[config.mk]
export PLATFORM = sky130hd
export DESIGN_NAME = vectored_irq_edge_wake_ctrl
export DESIGN_NICKNAME = d
export VERILOG_FILES = /design/src/vic_pkg.sv /design/src/vectored_irq_edge_wake_ctrl.sv
export SDC_FILE = /design/constraint.sdc
export NUM_CORES = 1
export LEC_CHECK = 0
export ABC_AREA = 1
export BUFFER_PORTS_ARGS = -buffer_cell sky130_fd_sc_hd__buf_2
export CORE_UTILIZATION = 51
export DETAILED_ROUTE_END_ITERATION = 8
export PLACE_DENSITY_LB_ADDON = 0.12
export SYNTH_ARGS = -nofsm -noshare
export SYNTH_HDL_FRONTEND = slang
export SYNTH_SLANG_ARGS = --single-unit
[constraint.sdc]
create_clock -name core_clk -period 2.91 [get_ports core_clk]
set_input_delay 0.291 -clock core_clk [delete_from_list [all_inputs] [get_ports core_clk]]
set_output_delay 0.291 -clock core_clk [all_outputs]
set_load 0.02 [all_outputs]
[src/vic_pkg.sv]
// constants, types and register map of the edge-triggered vectored interrupt controller
// assumes an apb master on core_clk and a core that acknowledges and returns from isrs
package vic_pkg;

    // ------------------------------------------------------------
    // sizes
    // ------------------------------------------------------------
    localparam int NUM_EXT = 3;
    localparam int ADDR_W = 21;

    // ------------------------------------------------------------
    // register indices (byte address is four times the index)
    // ------------------------------------------------------------
    localparam logic [11:0] IDX_LOCK = 12'h459;
    localparam logic [11:0] IDX_ENTRY = 12'h45a;
    localparam logic [11:0] IDX_BASE = 12'h45d;
    localparam logic [11:0] IDX_CTRL = 12'h4d6;
    localparam logic [11:0] IDX_STATE = 12'h4d7;
    localparam logic [11:0] IDX_EXT = 12'h4e0;
    localparam logic [11:0] IDX_CFG = 12'h4e1;

    // ------------------------------------------------------------
    // field positions
    // ------------------------------------------------------------
    localparam int GIEH_BIT = 7;
    localparam int GLOBAL_LOW_ENABLE_BIT = 6;
    localparam int PRIORITY_LEVELS_ENABLE_BIT = 5;
    localparam int STAT_LSB = 6;
    localparam int LOCK_BIT = 0;
    localparam int MVEC_BIT = 0;
    localparam int EXT_PEND_LSB = 0;
    localparam int EXT_EN_LSB = 8;
    localparam int EXT_PRIO_LSB = 16;

    // ------------------------------------------------------------
    // values after reset
    // ------------------------------------------------------------
    localparam logic [NUM_EXT-1:0] EDGE_RST = 3'h7;
    localparam logic [NUM_EXT-1:0] PRIO_RST = 3'h7;
    localparam logic MVEC_RST = 1'h1;
    localparam logic [ADDR_W-1:0] BASE_RST = 21'h000000;
    localparam logic [ADDR_W-1:0] ENTRY_RST = 21'h000000;

    // ------------------------------------------------------------
    // vectors
    // ------------------------------------------------------------
    localparam logic [ADDR_W-1:0] LEGACY_HIGH_VEC = 21'h000008;
    localparam logic [ADDR_W-1:0] LEGACY_LOW_VEC = 21'h000018;
    localparam logic [NUM_EXT-1:0][7:0] EXT_VEC_NUM = {8'h0a, 8'h09, 8'h08};

    // ------------------------------------------------------------
    // types
    // ------------------------------------------------------------
    typedef enum logic [1:0] {ST_MAIN, ST_LOW, ST_HIGH_MAIN, ST_HIGH_LOW} isrState_t;

    typedef struct packed {
        logic take;
        logic high;
    } coreReq_t;

    typedef struct packed {
        logic ack;
        logic ret;
    } coreEvt_t;

    typedef struct packed {
        logic [NUM_EXT-1:0] sync1;
        logic [NUM_EXT-1:0] sync2;
        logic [NUM_EXT-1:0] sync3;
        logic [NUM_EXT-1:0] acc;
        logic [NUM_EXT-1:0] pend;
        logic [NUM_EXT-1:0] en;
        logic [NUM_EXT-1:0] prio;
        logic [NUM_EXT-1:0] edgeSel;
        logic gieh;
        logic global_low_enable;
        logic priority_levels_enable;
        logic mvec;
        logic lock;
        logic [ADDR_W-1:0] base;
        logic [ADDR_W-1:0] entry;
        logic [ADDR_W-1:0] vecOut;
        isrState_t isr;
        logic [31:0] prdata;
    } state_t;

    localparam state_t STATE_RST = '{
        sync1: '0, sync2: '0, sync3: '0, acc: '0, pend: '0, en: '0,
        prio: PRIO_RST, edgeSel: EDGE_RST, gieh: 1'b0, global_low_enable: 1'b0, priority_levels_enable: 1'b0,
        mvec: MVEC_RST, lock: 1'b0, base: BASE_RST, entry: ENTRY_RST,
        vecOut: ENTRY_RST, isr: ST_MAIN, prdata: 32'h00000000};

endpackage
[src/vectored_irq_edge_wake_ctrl.sv]
// interrupt controller: external edge inputs, wake-up request, priority gating,
// legacy vectors and vector table base/entry registers behind an apb slave
// assumes a core that pulses ack when it takes a request and ret when an isr ends
//
// What this block does
// - edge select one rising, zero falling
// - selected edge sets the input's pending flag
// - enabled external input wakes from idle/sleep
// - vector to core only with global enable
// - priority comes from per-input priority bit
// - wake request on any enabled event
// - wake ignores global, high and low enables
// - wake path is clockless combinational logic
// - table disabled when table enable is zero
// - both enables zero: fixed vector 0008h
// - no priority: bit 7 gates all interrupts
// - priority: bit 6 also gates low ones
// - bit 5 enables two levels, else high
// - edge select bits reset to rising edge
// - state field reports main/low/high nesting
// - table base 21-bit read-write, reset zero
// - entry address 21-bit read-only, reset zero
// - entry address equals base plus vector number
// - lock bit blocks writes to table base
//
// Register access over APB was left to the implementer.
`timescale 1ns/1ps
module vectored_irq_edge_wake_ctrl
    import vic_pkg::*;
(
    // clock and reset
    input wire logic core_clk,
    input wire logic nrst,
    // apb slave
    input wire logic psel,
    input wire logic penable,
    input wire logic pwrite,
    input wire logic [15:0] paddr,
    input wire logic [31:0] pwdata,
    input wire logic [3:0] pstrb,
    output logic [31:0] prdata,
    output logic pready,
    output logic pslverr,
    // external interrupt pins
    input wire logic [NUM_EXT-1:0] extPin,
    // core side
    output coreReq_t coreReq,
    input wire coreEvt_t coreEvt,
    output logic [ADDR_W-1:0] vecAddr,
    output logic wakeReq
);

    // ------------------------------------------------------------
    // helpers
    // ------------------------------------------------------------
    function automatic logic regHit(input logic [15:0] addr, input logic [11:0] idx);
        regHit = (addr == {2'b00, idx, 2'b00});
    endfunction

    function automatic logic [1:0] firstSet(input logic [NUM_EXT-1:0] mask);
        firstSet = 2'd0;
        for (int i = NUM_EXT - 1; i >= 0; i--) begin
            if (mask[i]) begin
                firstSet = i[1:0];
            end
        end
    endfunction

    function automatic logic [1:0] statCode(input isrState_t s);
        unique case (s)
            ST_MAIN: statCode = 2'b00;
            ST_LOW: statCode = 2'b01;
            ST_HIGH_MAIN: statCode = 2'b10;
            ST_HIGH_LOW: statCode = 2'b11;
        endcase
    endfunction

    function automatic logic [31:0] readWord(input logic [15:0] addr, input state_t s);
        readWord = 32'h00000000;
        if (regHit(addr, IDX_LOCK)) begin
            readWord[LOCK_BIT] = s.lock;
        end else if (regHit(addr, IDX_ENTRY)) begin
            readWord[ADDR_W-1:0] = s.entry;
        end else if (regHit(addr, IDX_BASE)) begin
            readWord[ADDR_W-1:0] = s.base;
        end else if (regHit(addr, IDX_CTRL)) begin
            readWord[GIEH_BIT] = s.gieh;
            readWord[GLOBAL_LOW_ENABLE_BIT] = s.global_low_enable & s.priority_levels_enable;
            readWord[PRIORITY_LEVELS_ENABLE_BIT] = s.priority_levels_enable;
            readWord[NUM_EXT-1:0] = s.edgeSel;
        end else if (regHit(addr, IDX_STATE)) begin
            readWord[STAT_LSB+1:STAT_LSB] = statCode(s.isr);
        end else if (regHit(addr, IDX_EXT)) begin
            readWord[EXT_PEND_LSB+NUM_EXT-1:EXT_PEND_LSB] = s.pend;
            readWord[EXT_EN_LSB+NUM_EXT-1:EXT_EN_LSB] = s.en;
            readWord[EXT_PRIO_LSB+NUM_EXT-1:EXT_PRIO_LSB] = s.prio;
        end else if (regHit(addr, IDX_CFG)) begin
            readWord[MVEC_BIT] = s.mvec;
        end
    endfunction

    state_t q;
    state_t d;

    // ------------------------------------------------------------
    // edge detection on the synchronised pins
    // ------------------------------------------------------------
    logic [NUM_EXT-1:0] settled;
    logic [NUM_EXT-1:0] extEvt;

    // a change counts once stages two and three agree
    assign settled = ~(q.sync2 ^ q.sync3) & (q.sync3 ^ q.acc);
    assign extEvt = settled & ~(q.sync3 ^ q.edgeSel);

    // ------------------------------------------------------------
    // priority gating
    // ------------------------------------------------------------
    logic [NUM_EXT-1:0] effHigh;
    logic [NUM_EXT-1:0] active;
    logic [NUM_EXT-1:0] eligHigh;
    logic [NUM_EXT-1:0] eligLow;
    logic canHigh;
    logic canLow;
    logic selHigh;
    logic irqReq;
    logic [1:0] selIdx;
    logic take;
    logic [ADDR_W-1:0] entryCalc;
    logic [ADDR_W-1:0] vecCalc;

    assign effHigh = q.priority_levels_enable ? q.prio : '1;
    assign active = q.pend & q.en;
    assign eligHigh = (q.gieh ? active : '0) & effHigh;
    assign eligLow = ((q.gieh & q.global_low_enable & q.priority_levels_enable) ? active : '0) & ~effHigh;
    assign canHigh = (q.isr == ST_MAIN) || (q.isr == ST_LOW);
    assign canLow = (q.isr == ST_MAIN);
    assign selHigh = (|eligHigh) & canHigh;
    assign irqReq = selHigh | ((|eligLow) & canLow);
    assign selIdx = firstSet(selHigh ? eligHigh : eligLow);
    assign take = irqReq & coreEvt.ack;
    assign entryCalc = q.base + {13'h0000, EXT_VEC_NUM[selIdx]};

    // table vectoring versus the two fixed legacy vectors
    always_comb begin
        if (q.mvec) begin
            vecCalc = entryCalc;
        end else if (selHigh || !q.priority_levels_enable) begin
            vecCalc = LEGACY_HIGH_VEC;
        end else begin
            vecCalc = LEGACY_LOW_VEC;
        end
    end

    // ------------------------------------------------------------
    // wake-up: no clock in the path, so it works with clocks stopped
    // ------------------------------------------------------------
    assign wakeReq = |(q.en & (q.pend | ~(extPin ^ q.edgeSel)));

    // ------------------------------------------------------------
    // apb decode
    // ------------------------------------------------------------
    logic setup;
    logic access;
    logic mapped;
    logic wr;

    assign setup = psel & ~penable;
    assign access = psel & penable;
    assign mapped = regHit(paddr, IDX_LOCK) | regHit(paddr, IDX_ENTRY)
        | regHit(paddr, IDX_BASE) | regHit(paddr, IDX_CTRL) | regHit(paddr, IDX_STATE)
        | regHit(paddr, IDX_EXT) | regHit(paddr, IDX_CFG);
    assign wr = access & pwrite & mapped;

    // ------------------------------------------------------------
    // next state
    // ------------------------------------------------------------
    always_comb begin
        logic [NUM_EXT-1:0] pendClr;
        pendClr = '0;
        d = q;
        d.sync1 = extPin;
        d.sync2 = q.sync1;
        d.sync3 = q.sync2;
        d.acc = q.acc ^ settled;
        if (setup) begin
            d.prdata = readWord(paddr, q);
        end
        if (wr && regHit(paddr, IDX_CTRL) && pstrb[0]) begin
            d.gieh = pwdata[GIEH_BIT];
            d.global_low_enable = pwdata[GLOBAL_LOW_ENABLE_BIT];
            d.priority_levels_enable = pwdata[PRIORITY_LEVELS_ENABLE_BIT];
            d.edgeSel = pwdata[NUM_EXT-1:0];
        end
        if (wr && regHit(paddr, IDX_LOCK) && pstrb[0]) begin
            d.lock = pwdata[LOCK_BIT];
        end
        if (wr && regHit(paddr, IDX_BASE) && !q.lock) begin
            if (pstrb[0]) begin
                d.base[7:0] = pwdata[7:0];
            end
            if (pstrb[1]) begin
                d.base[15:8] = pwdata[15:8];
            end
            if (pstrb[2]) begin
                d.base[ADDR_W-1:16] = pwdata[ADDR_W-1:16];
            end
        end
        if (wr && regHit(paddr, IDX_EXT)) begin
            if (pstrb[0]) begin
                pendClr = pwdata[EXT_PEND_LSB+NUM_EXT-1:EXT_PEND_LSB];
            end
            if (pstrb[1]) begin
                d.en = pwdata[EXT_EN_LSB+NUM_EXT-1:EXT_EN_LSB];
            end
            if (pstrb[2]) begin
                d.prio = pwdata[EXT_PRIO_LSB+NUM_EXT-1:EXT_PRIO_LSB];
            end
        end
        if (wr && regHit(paddr, IDX_CFG) && pstrb[0]) begin
            d.mvec = pwdata[MVEC_BIT];
        end
        // a new edge beats a clear in the same cycle
        d.pend = (q.pend & ~pendClr) | extEvt;
        if (take) begin
            d.vecOut = vecCalc;
            if (q.mvec) begin
                d.entry = entryCalc;
            end
            unique case (q.isr)
                ST_MAIN: d.isr = selHigh ? ST_HIGH_MAIN : ST_LOW;
                ST_LOW: d.isr = ST_HIGH_LOW;
                ST_HIGH_MAIN: d.isr = q.isr;
                ST_HIGH_LOW: d.isr = q.isr;
            endcase
        end else if (coreEvt.ret) begin
            d.isr = (q.isr == ST_HIGH_LOW) ? ST_LOW : ST_MAIN;
        end
    end

    always_ff @(posedge core_clk or negedge nrst) begin
        if (!nrst) begin
            q <= STATE_RST;
        end else begin
            q <= d;
        end
    end

    // ------------------------------------------------------------
    // outputs
    // ------------------------------------------------------------
    assign prdata = q.prdata;
    assign pready = 1'b1;
    assign pslverr = access & ~mapped;
    assign coreReq.take = irqReq;
    assign coreReq.high = selHigh;
    assign vecAddr = q.vecOut;
endmodule

## After elaboration in Yosys (flattened, before gate mapping)

Cells that the tools add are included.

| operators by class | value |
|---|---|
| $add $sub $neg | 1 |
| order comparisons | 1 |
| bitwise operators | 39 |
| equality and inequality tests | 11 |
| mux-type cells | 42 |
| reduce and logical (&&, ||, !) cells | 26 |

Operators by type and width:

| cell | count |
|---|---|
| $eq A16 B13 Y1 const B | 7 |
| $mux W3 | 16 |
| $mux W21 | 2 |
| $mux W2 | 11 |
| $add A21 B8 Y21 | 1 |
| $and A3 B3 Y3 | 7 |
| $mux W20 | 1 |
| $bmux W8 S2 | 1 |
| $not A3 Y3 | 5 |
| $xor A3 B3 Y3 | 5 |
| $reduce_and A2 Y1 | 7 |
| $and A1 B1 Y1 | 11 |
| $mux W5 | 2 |
| $logic_and A1 B1 Y1 | 9 |
| $reduce_or A3 Y1 | 3 |
| $mux W8 | 1 |
| $pmux W2 S4 | 1 |
| $or A1 B1 Y1 | 7 |
| $mux W6 | 1 |
| $or A3 B3 Y3 | 2 |
| $mux W1 | 5 |
| $eq A2 B2 Y1 const B | 2 |
| $pmux W2 S2 | 1 |
| $lt A2 B3 Y1 const B | 1 |
| 8 further kinds | 11 |

| storage, ports and cells | value |
|---|---|
| input bits | 62 |
| output and inout bits | 58 |
| register bits | 115 |

## Longest topological paths before layout

| logic depth | value |
|---|---|
| word-level depth | 13 |
| mapped depth | 23 |

## Least setup slack after synthesis

Ideal clock, no wire load.

| path | value |
|---|---|
| kind | register to register |
| from | register q[106] (netlist name) |
| to | register q[75] (netlist name) |
| period minus slack after synthesis | 2,822 ps |
| data required time | 2,783 ps |
| stages on the path, launching flop included | 22 |
| slack | 88 ps |
| arrival | 2,695 ps |
| setup time | 127 ps |
| cells stage by stage | dfstp_2 nor2_1 nor2_1 nand2_1 nand3_2 nand2_2 inv_1 nor2_1 a31oi_1 nor2_1 ha_1 fa_1 nand2_1 inv_1 a21oi_1 inv_1 nand2_1 nor2_1 nand3_1 o21ai_0 nand3_1 o21ai_0 |

| on the way | value |
|---|---|
| word-level cells in the longest chain between the ends | 11 |
| elaborated cells between the ends (all ways) | 18 |
| those cells by class | add/sub: 1; mux: 7; bitwise: 7; reduce/logical: 3 |

RTL lines:

| what | RTL line | source |
|---|---|---|
| start, declared | vectored_irq_edge_wake_ctrl.sv:102 | `state_t q;` |
| start signal, assigned | vectored_irq_edge_wake_ctrl.sv:242 | `q <= STATE_RST;` |
| start signal, assigned | vectored_irq_edge_wake_ctrl.sv:244 | `q <= d;` |
| $mux W3 * | vectored_irq_edge_wake_ctrl.sv:131 | `assign effHigh = q.priority_levels_enable ? q.prio : '1;` |
| $and A3 B3 Y3 * | vectored_irq_edge_wake_ctrl.sv:133 | `assign eligHigh = (q.gieh ? active : '0) & effHigh;` |
| $reduce_or A3 Y1 * | vectored_irq_edge_wake_ctrl.sv:137 | `assign selHigh = (\|eligHigh) & canHigh;` |
| $and A1 B1 Y1 * | vectored_irq_edge_wake_ctrl.sv:137 |  |
| net selHigh | vectored_irq_edge_wake_ctrl.sv:124 | `logic selHigh;` |
| $mux W3 | vectored_irq_edge_wake_ctrl.sv:139 | `assign selIdx = firstSet(selHigh ? eligHigh : eligLow);` |
| $mux W2 (3 in series) | vectored_irq_edge_wake_ctrl.sv:63 | `if (mask[i]) begin` |
| $bmux W8 S2 | vectored_irq_edge_wake_ctrl.sv:141 | `assign entryCalc = q.base + {13'h0000, EXT_VEC_NUM[selIdx]};` |
| $mux W8 (not written as such) | vectored_irq_edge_wake_ctrl.sv:141 |  |
| $add A21 B8 Y21 | vectored_irq_edge_wake_ctrl.sv:141 |  |

Mark *: on every way through the listed nets, which the timed path passes. The rest lies on a longest branch. The select of a mux whose other input is x is not followed.
A chain may end at the register's enable or synchronous reset.

## Final worst setup path

| path | value |
|---|---|
| from | register q[106] (netlist name) |
| to | register q[72] (netlist name) |

| on the way | value |
|---|---|
| word-level cells in the longest chain between the ends | 11 |
| elaborated cells between the ends (all ways) | 18 |
| those cells by class | add/sub: 1; mux: 7; bitwise: 7; reduce/logical: 3 |

RTL lines:

| what | RTL line |
|---|---|
| $mux W3 * | vectored_irq_edge_wake_ctrl.sv:131 |
| $and A3 B3 Y3 | vectored_irq_edge_wake_ctrl.sv:133 |
| $reduce_or A3 Y1 | vectored_irq_edge_wake_ctrl.sv:137 |
| $and A1 B1 Y1 | vectored_irq_edge_wake_ctrl.sv:137 |
| $mux W3 | vectored_irq_edge_wake_ctrl.sv:139 |
| $mux W2 (3 in series) | vectored_irq_edge_wake_ctrl.sv:63 |
| $bmux W8 S2 | vectored_irq_edge_wake_ctrl.sv:141 |
| $mux W8 (not written as such) | vectored_irq_edge_wake_ctrl.sv:141 |
| $add A21 B8 Y21 | vectored_irq_edge_wake_ctrl.sv:141 |

Mark *: on every way between the ends. The rest lies on a longest branch, timed or not. The select of a mux whose other input is x is not followed.

==> qor.txt <==
Final Hold Viols: 0
Die height: 113 um
Unique masters post-synth: 42
Skew-Pair Late Insertion Delay: 410 ps
Routed length per instance: 14.3 um
FILL cells: 1142
CTS tree: done
First-pass GRT wire length: 24.8 mm
Clock Path Buffers: 2
Layout cells sized above 1: 27.6%
MaxCap Viol Count: 0
Buf/Inv on CP: 2
Hold_ws: 21.8 ps
Critical Path AT: 3180 ps
1st-iter DRT viols: 355
Relative slew slack: 45.8%
Worst hold path endpoint: d[122]
CP max stage cell: dfstp_2
Pleak: 4.22 nW
Met3 usage: 4.02%
Slowest stage delay, CP: 530 ps
RSZ-0062 raised after global routing: yes
Setup TNS: 0 ps
CP most frequent cell: nor2_1
Clk slew on worst S/H paths: 50 ps
Routed via count: 5361
Dpl cell area: 6790 um2
Synth warnings: 0
Final worst slack: 56.8 ps
Status: complete, no violations
Sequential fraction of the synthesis area: 45.6%
Post-detail-place hpwl: 11.6 mm
Mean post-synth cell area: 7.85 um2
HP Class: in -> reg
Tcrit/Tclk final: 98.0%
GR peak layer: met2
Max IR drop VDD: 319 uV
Vias per cell: 4.95
# setup viols final: 0
Mapped Area: 6320 um2
Number of global-route vias before repair: 4948
Kind of critical path: reg -> reg
Yosys reg bits: 115
Initial antenna violation count: 0
Boundary Pins: 120
Pwr Total: 3.83 mW
Die ar.: 12800 um2
Setup crit end kind: flip-flop
CP Cell Sequence: nor2_2 > nor2_1 > nand2_1 > nand3_2 > nand2_4 > inv_4 > nor2_4 > a31oi_4 > nand2_2 > nor2_4 > ha_4 > nand2_4 > o21ai_4 > inv_1 > nand2_1 > nand4_1 > nor2_1 > nor2_1 > nand3b_1 > o21ai_1
DRC: 0
Dpl cells: 1041
GP Congestion: 0.913
Core box area: 12100 um2
PwrDens: 501 nW/um2
Fmax: 0.350 GHz
Reg2reg start: q[106]
Worst-Margin Slew: 812 ps
Ant. Diodes: 0
Fin crit period: 2850 ps
Row cnt: 40
Root buffer cell: clkbuf_16
Post-route insts no fill: 1084
Total GRT Usage: 25.4%
Final ANT Viol Nets: 0
Reg2Reg Capture Point: q[72]
Initial DRT Pass Iterations: 4
Place WS: -152 ps
# clock sinks: 115
Die extent in x: 113 um
Global-route met2 utilization: 38.0%
CTS Buf Count: 17
Total grt overflow: 0
Synth Instances: 806
CP top delay family: simple AND/OR/NAND/NOR gates
WP data required: 3240 ps
Hold Startpoint: extPin[2]
Fin util: 63.5%
Final WL: 15.5 mm
# nets final: 971
Number of buffers added on ports: 95
Max FO, Critical Path: 5
Setup crit start kind: flip-flop
Internal reg-to-reg setup slack: 60 ps
Largest net degree at the start of global routing: 64
M1 GR Usage: 37.6%
H-tree depth: 4
Fin Clk Skew: 8.78 ps
Area grow syn2layout: 21.1%
Hold path cells: 1
R2R cell count: 20
Fin. max-slew vios: 0
Final instance area: 7650 um2
Starting Density: 52.4%
==> placed cells by master (no fill, tap or decap), types with 3 or more instances in the layout <==
cell and instances:
nor2_4 6, nor2_1 59, clkbuf_1 3, clkbuf_16 17, clkbuf_8 6, a21oi_1 15, xor2_1 9, nand2_2 7
nand3_1 25, o22ai_1 9, conb_1 13, o21ai_0 36, xnor2_1 5, nand3_2 7, dfstp_2 7, inv_1 96
nor3_1 5, nand2_1 230, nand2_4 4, dfrtp_1 108, buf_4 43, buf_2 94, inv_2 11, nand4_1 8
o21ai_2 17, o21ai_1 30, nor2_2 10
==> final cells by class <==
class	instances	area, um2	area share, %
flip-flops and latches	115	2890	37.7
multi-input cells	522	2720	35.6
repair buffers	140	835	10.9
clock buffers	26	519	6.78
inverters	109	412	5.38
well taps	168	210	2.75
clock inverters	4	70.1	0.915
==> layer usage <==
metal	wire length (um)	up-vias	part of all wire, %
li1	-	2664	-
met1	7700	2527	50
met2	6940	157	45
met3	705	13	4.6
met4	148	0	0.96
met5	0	-	0
==> synthesized netlist by cell type (all sizes together) <==
cell	number	area [um2]
nor4	1	6.26
a21o	1	7.51
nand3	33	193
xnor2	5	43.8
o2111ai	1	8.76
a22oi	1	7.51
conb	2	7.51
nor3	5	25.0
o211ai	2	15.0
nand2	241	927
ha	3	37.5
nand3b	2	15.0
a31oi	1	6.26
dfstp	7	184
o22ai	9	56.3
nor2	77	357
fa	1	20.0
inv	108	405
o21ai	84	469
or2	2	12.5
clkinv	1	3.75
xor2	11	96.3
nor3b	1	7.51
buf	65	489
dfrtp	108	2700
clkbuf	6	22.5
nand4	12	118
a21oi	16	80.1
==> power by group <==
part / total (mW) / internal [mW] / switching, mW
Combinational: 0.158 / 0.0468 / 0.111
Sequential: 1.62 / 1.61 / 0.00553
Clock: 2.06 / 1.38 / 0.672
==> state kept, by name, indices dropped and copies added (netlist names), named ones only <==
register	flops
q	64
prdata	21
vecAddr	21
d	6
==> logic make-up after synthesis <==
logic type / after synthesis / share of synthesized area (%)
simple gates: 374 / 26.3
buf+inv: 180 / 14.6
compound gates: 115 / 10.3
flops: 115 / 45.6
xor+xnor: 16 / 2.22
fa+ha+maj: 4 / 0.910
other cells: 2 / 0.119
==> repair_timing <==
item | in CTS | in global routing
endpoints found under the hold margin | 19 | 0
hold buffers | 1 | 0
setup buffers | 2 | 10
resized for setup | 14 | 33
pin swaps | 6 | 19
setup endpoints to repair | 27 | 34
==> worst max path at each step <==
stage | start | end | slack, ps | depth (start not counted)
final | q[106] | q[72] | 60 | 20
after global routing | q[99] | q[75] | -130 | 23
after CTS | q[106] | q[61] | 10 | 19
after detailed placement | q[106] | q[75] | -150 | 21
after global placement | q[106] | q[75] | -70 | 21
after floorplan | q[106] | q[75] | 90 | 21
Note: power is estimated with default switching activity, not from simulation.
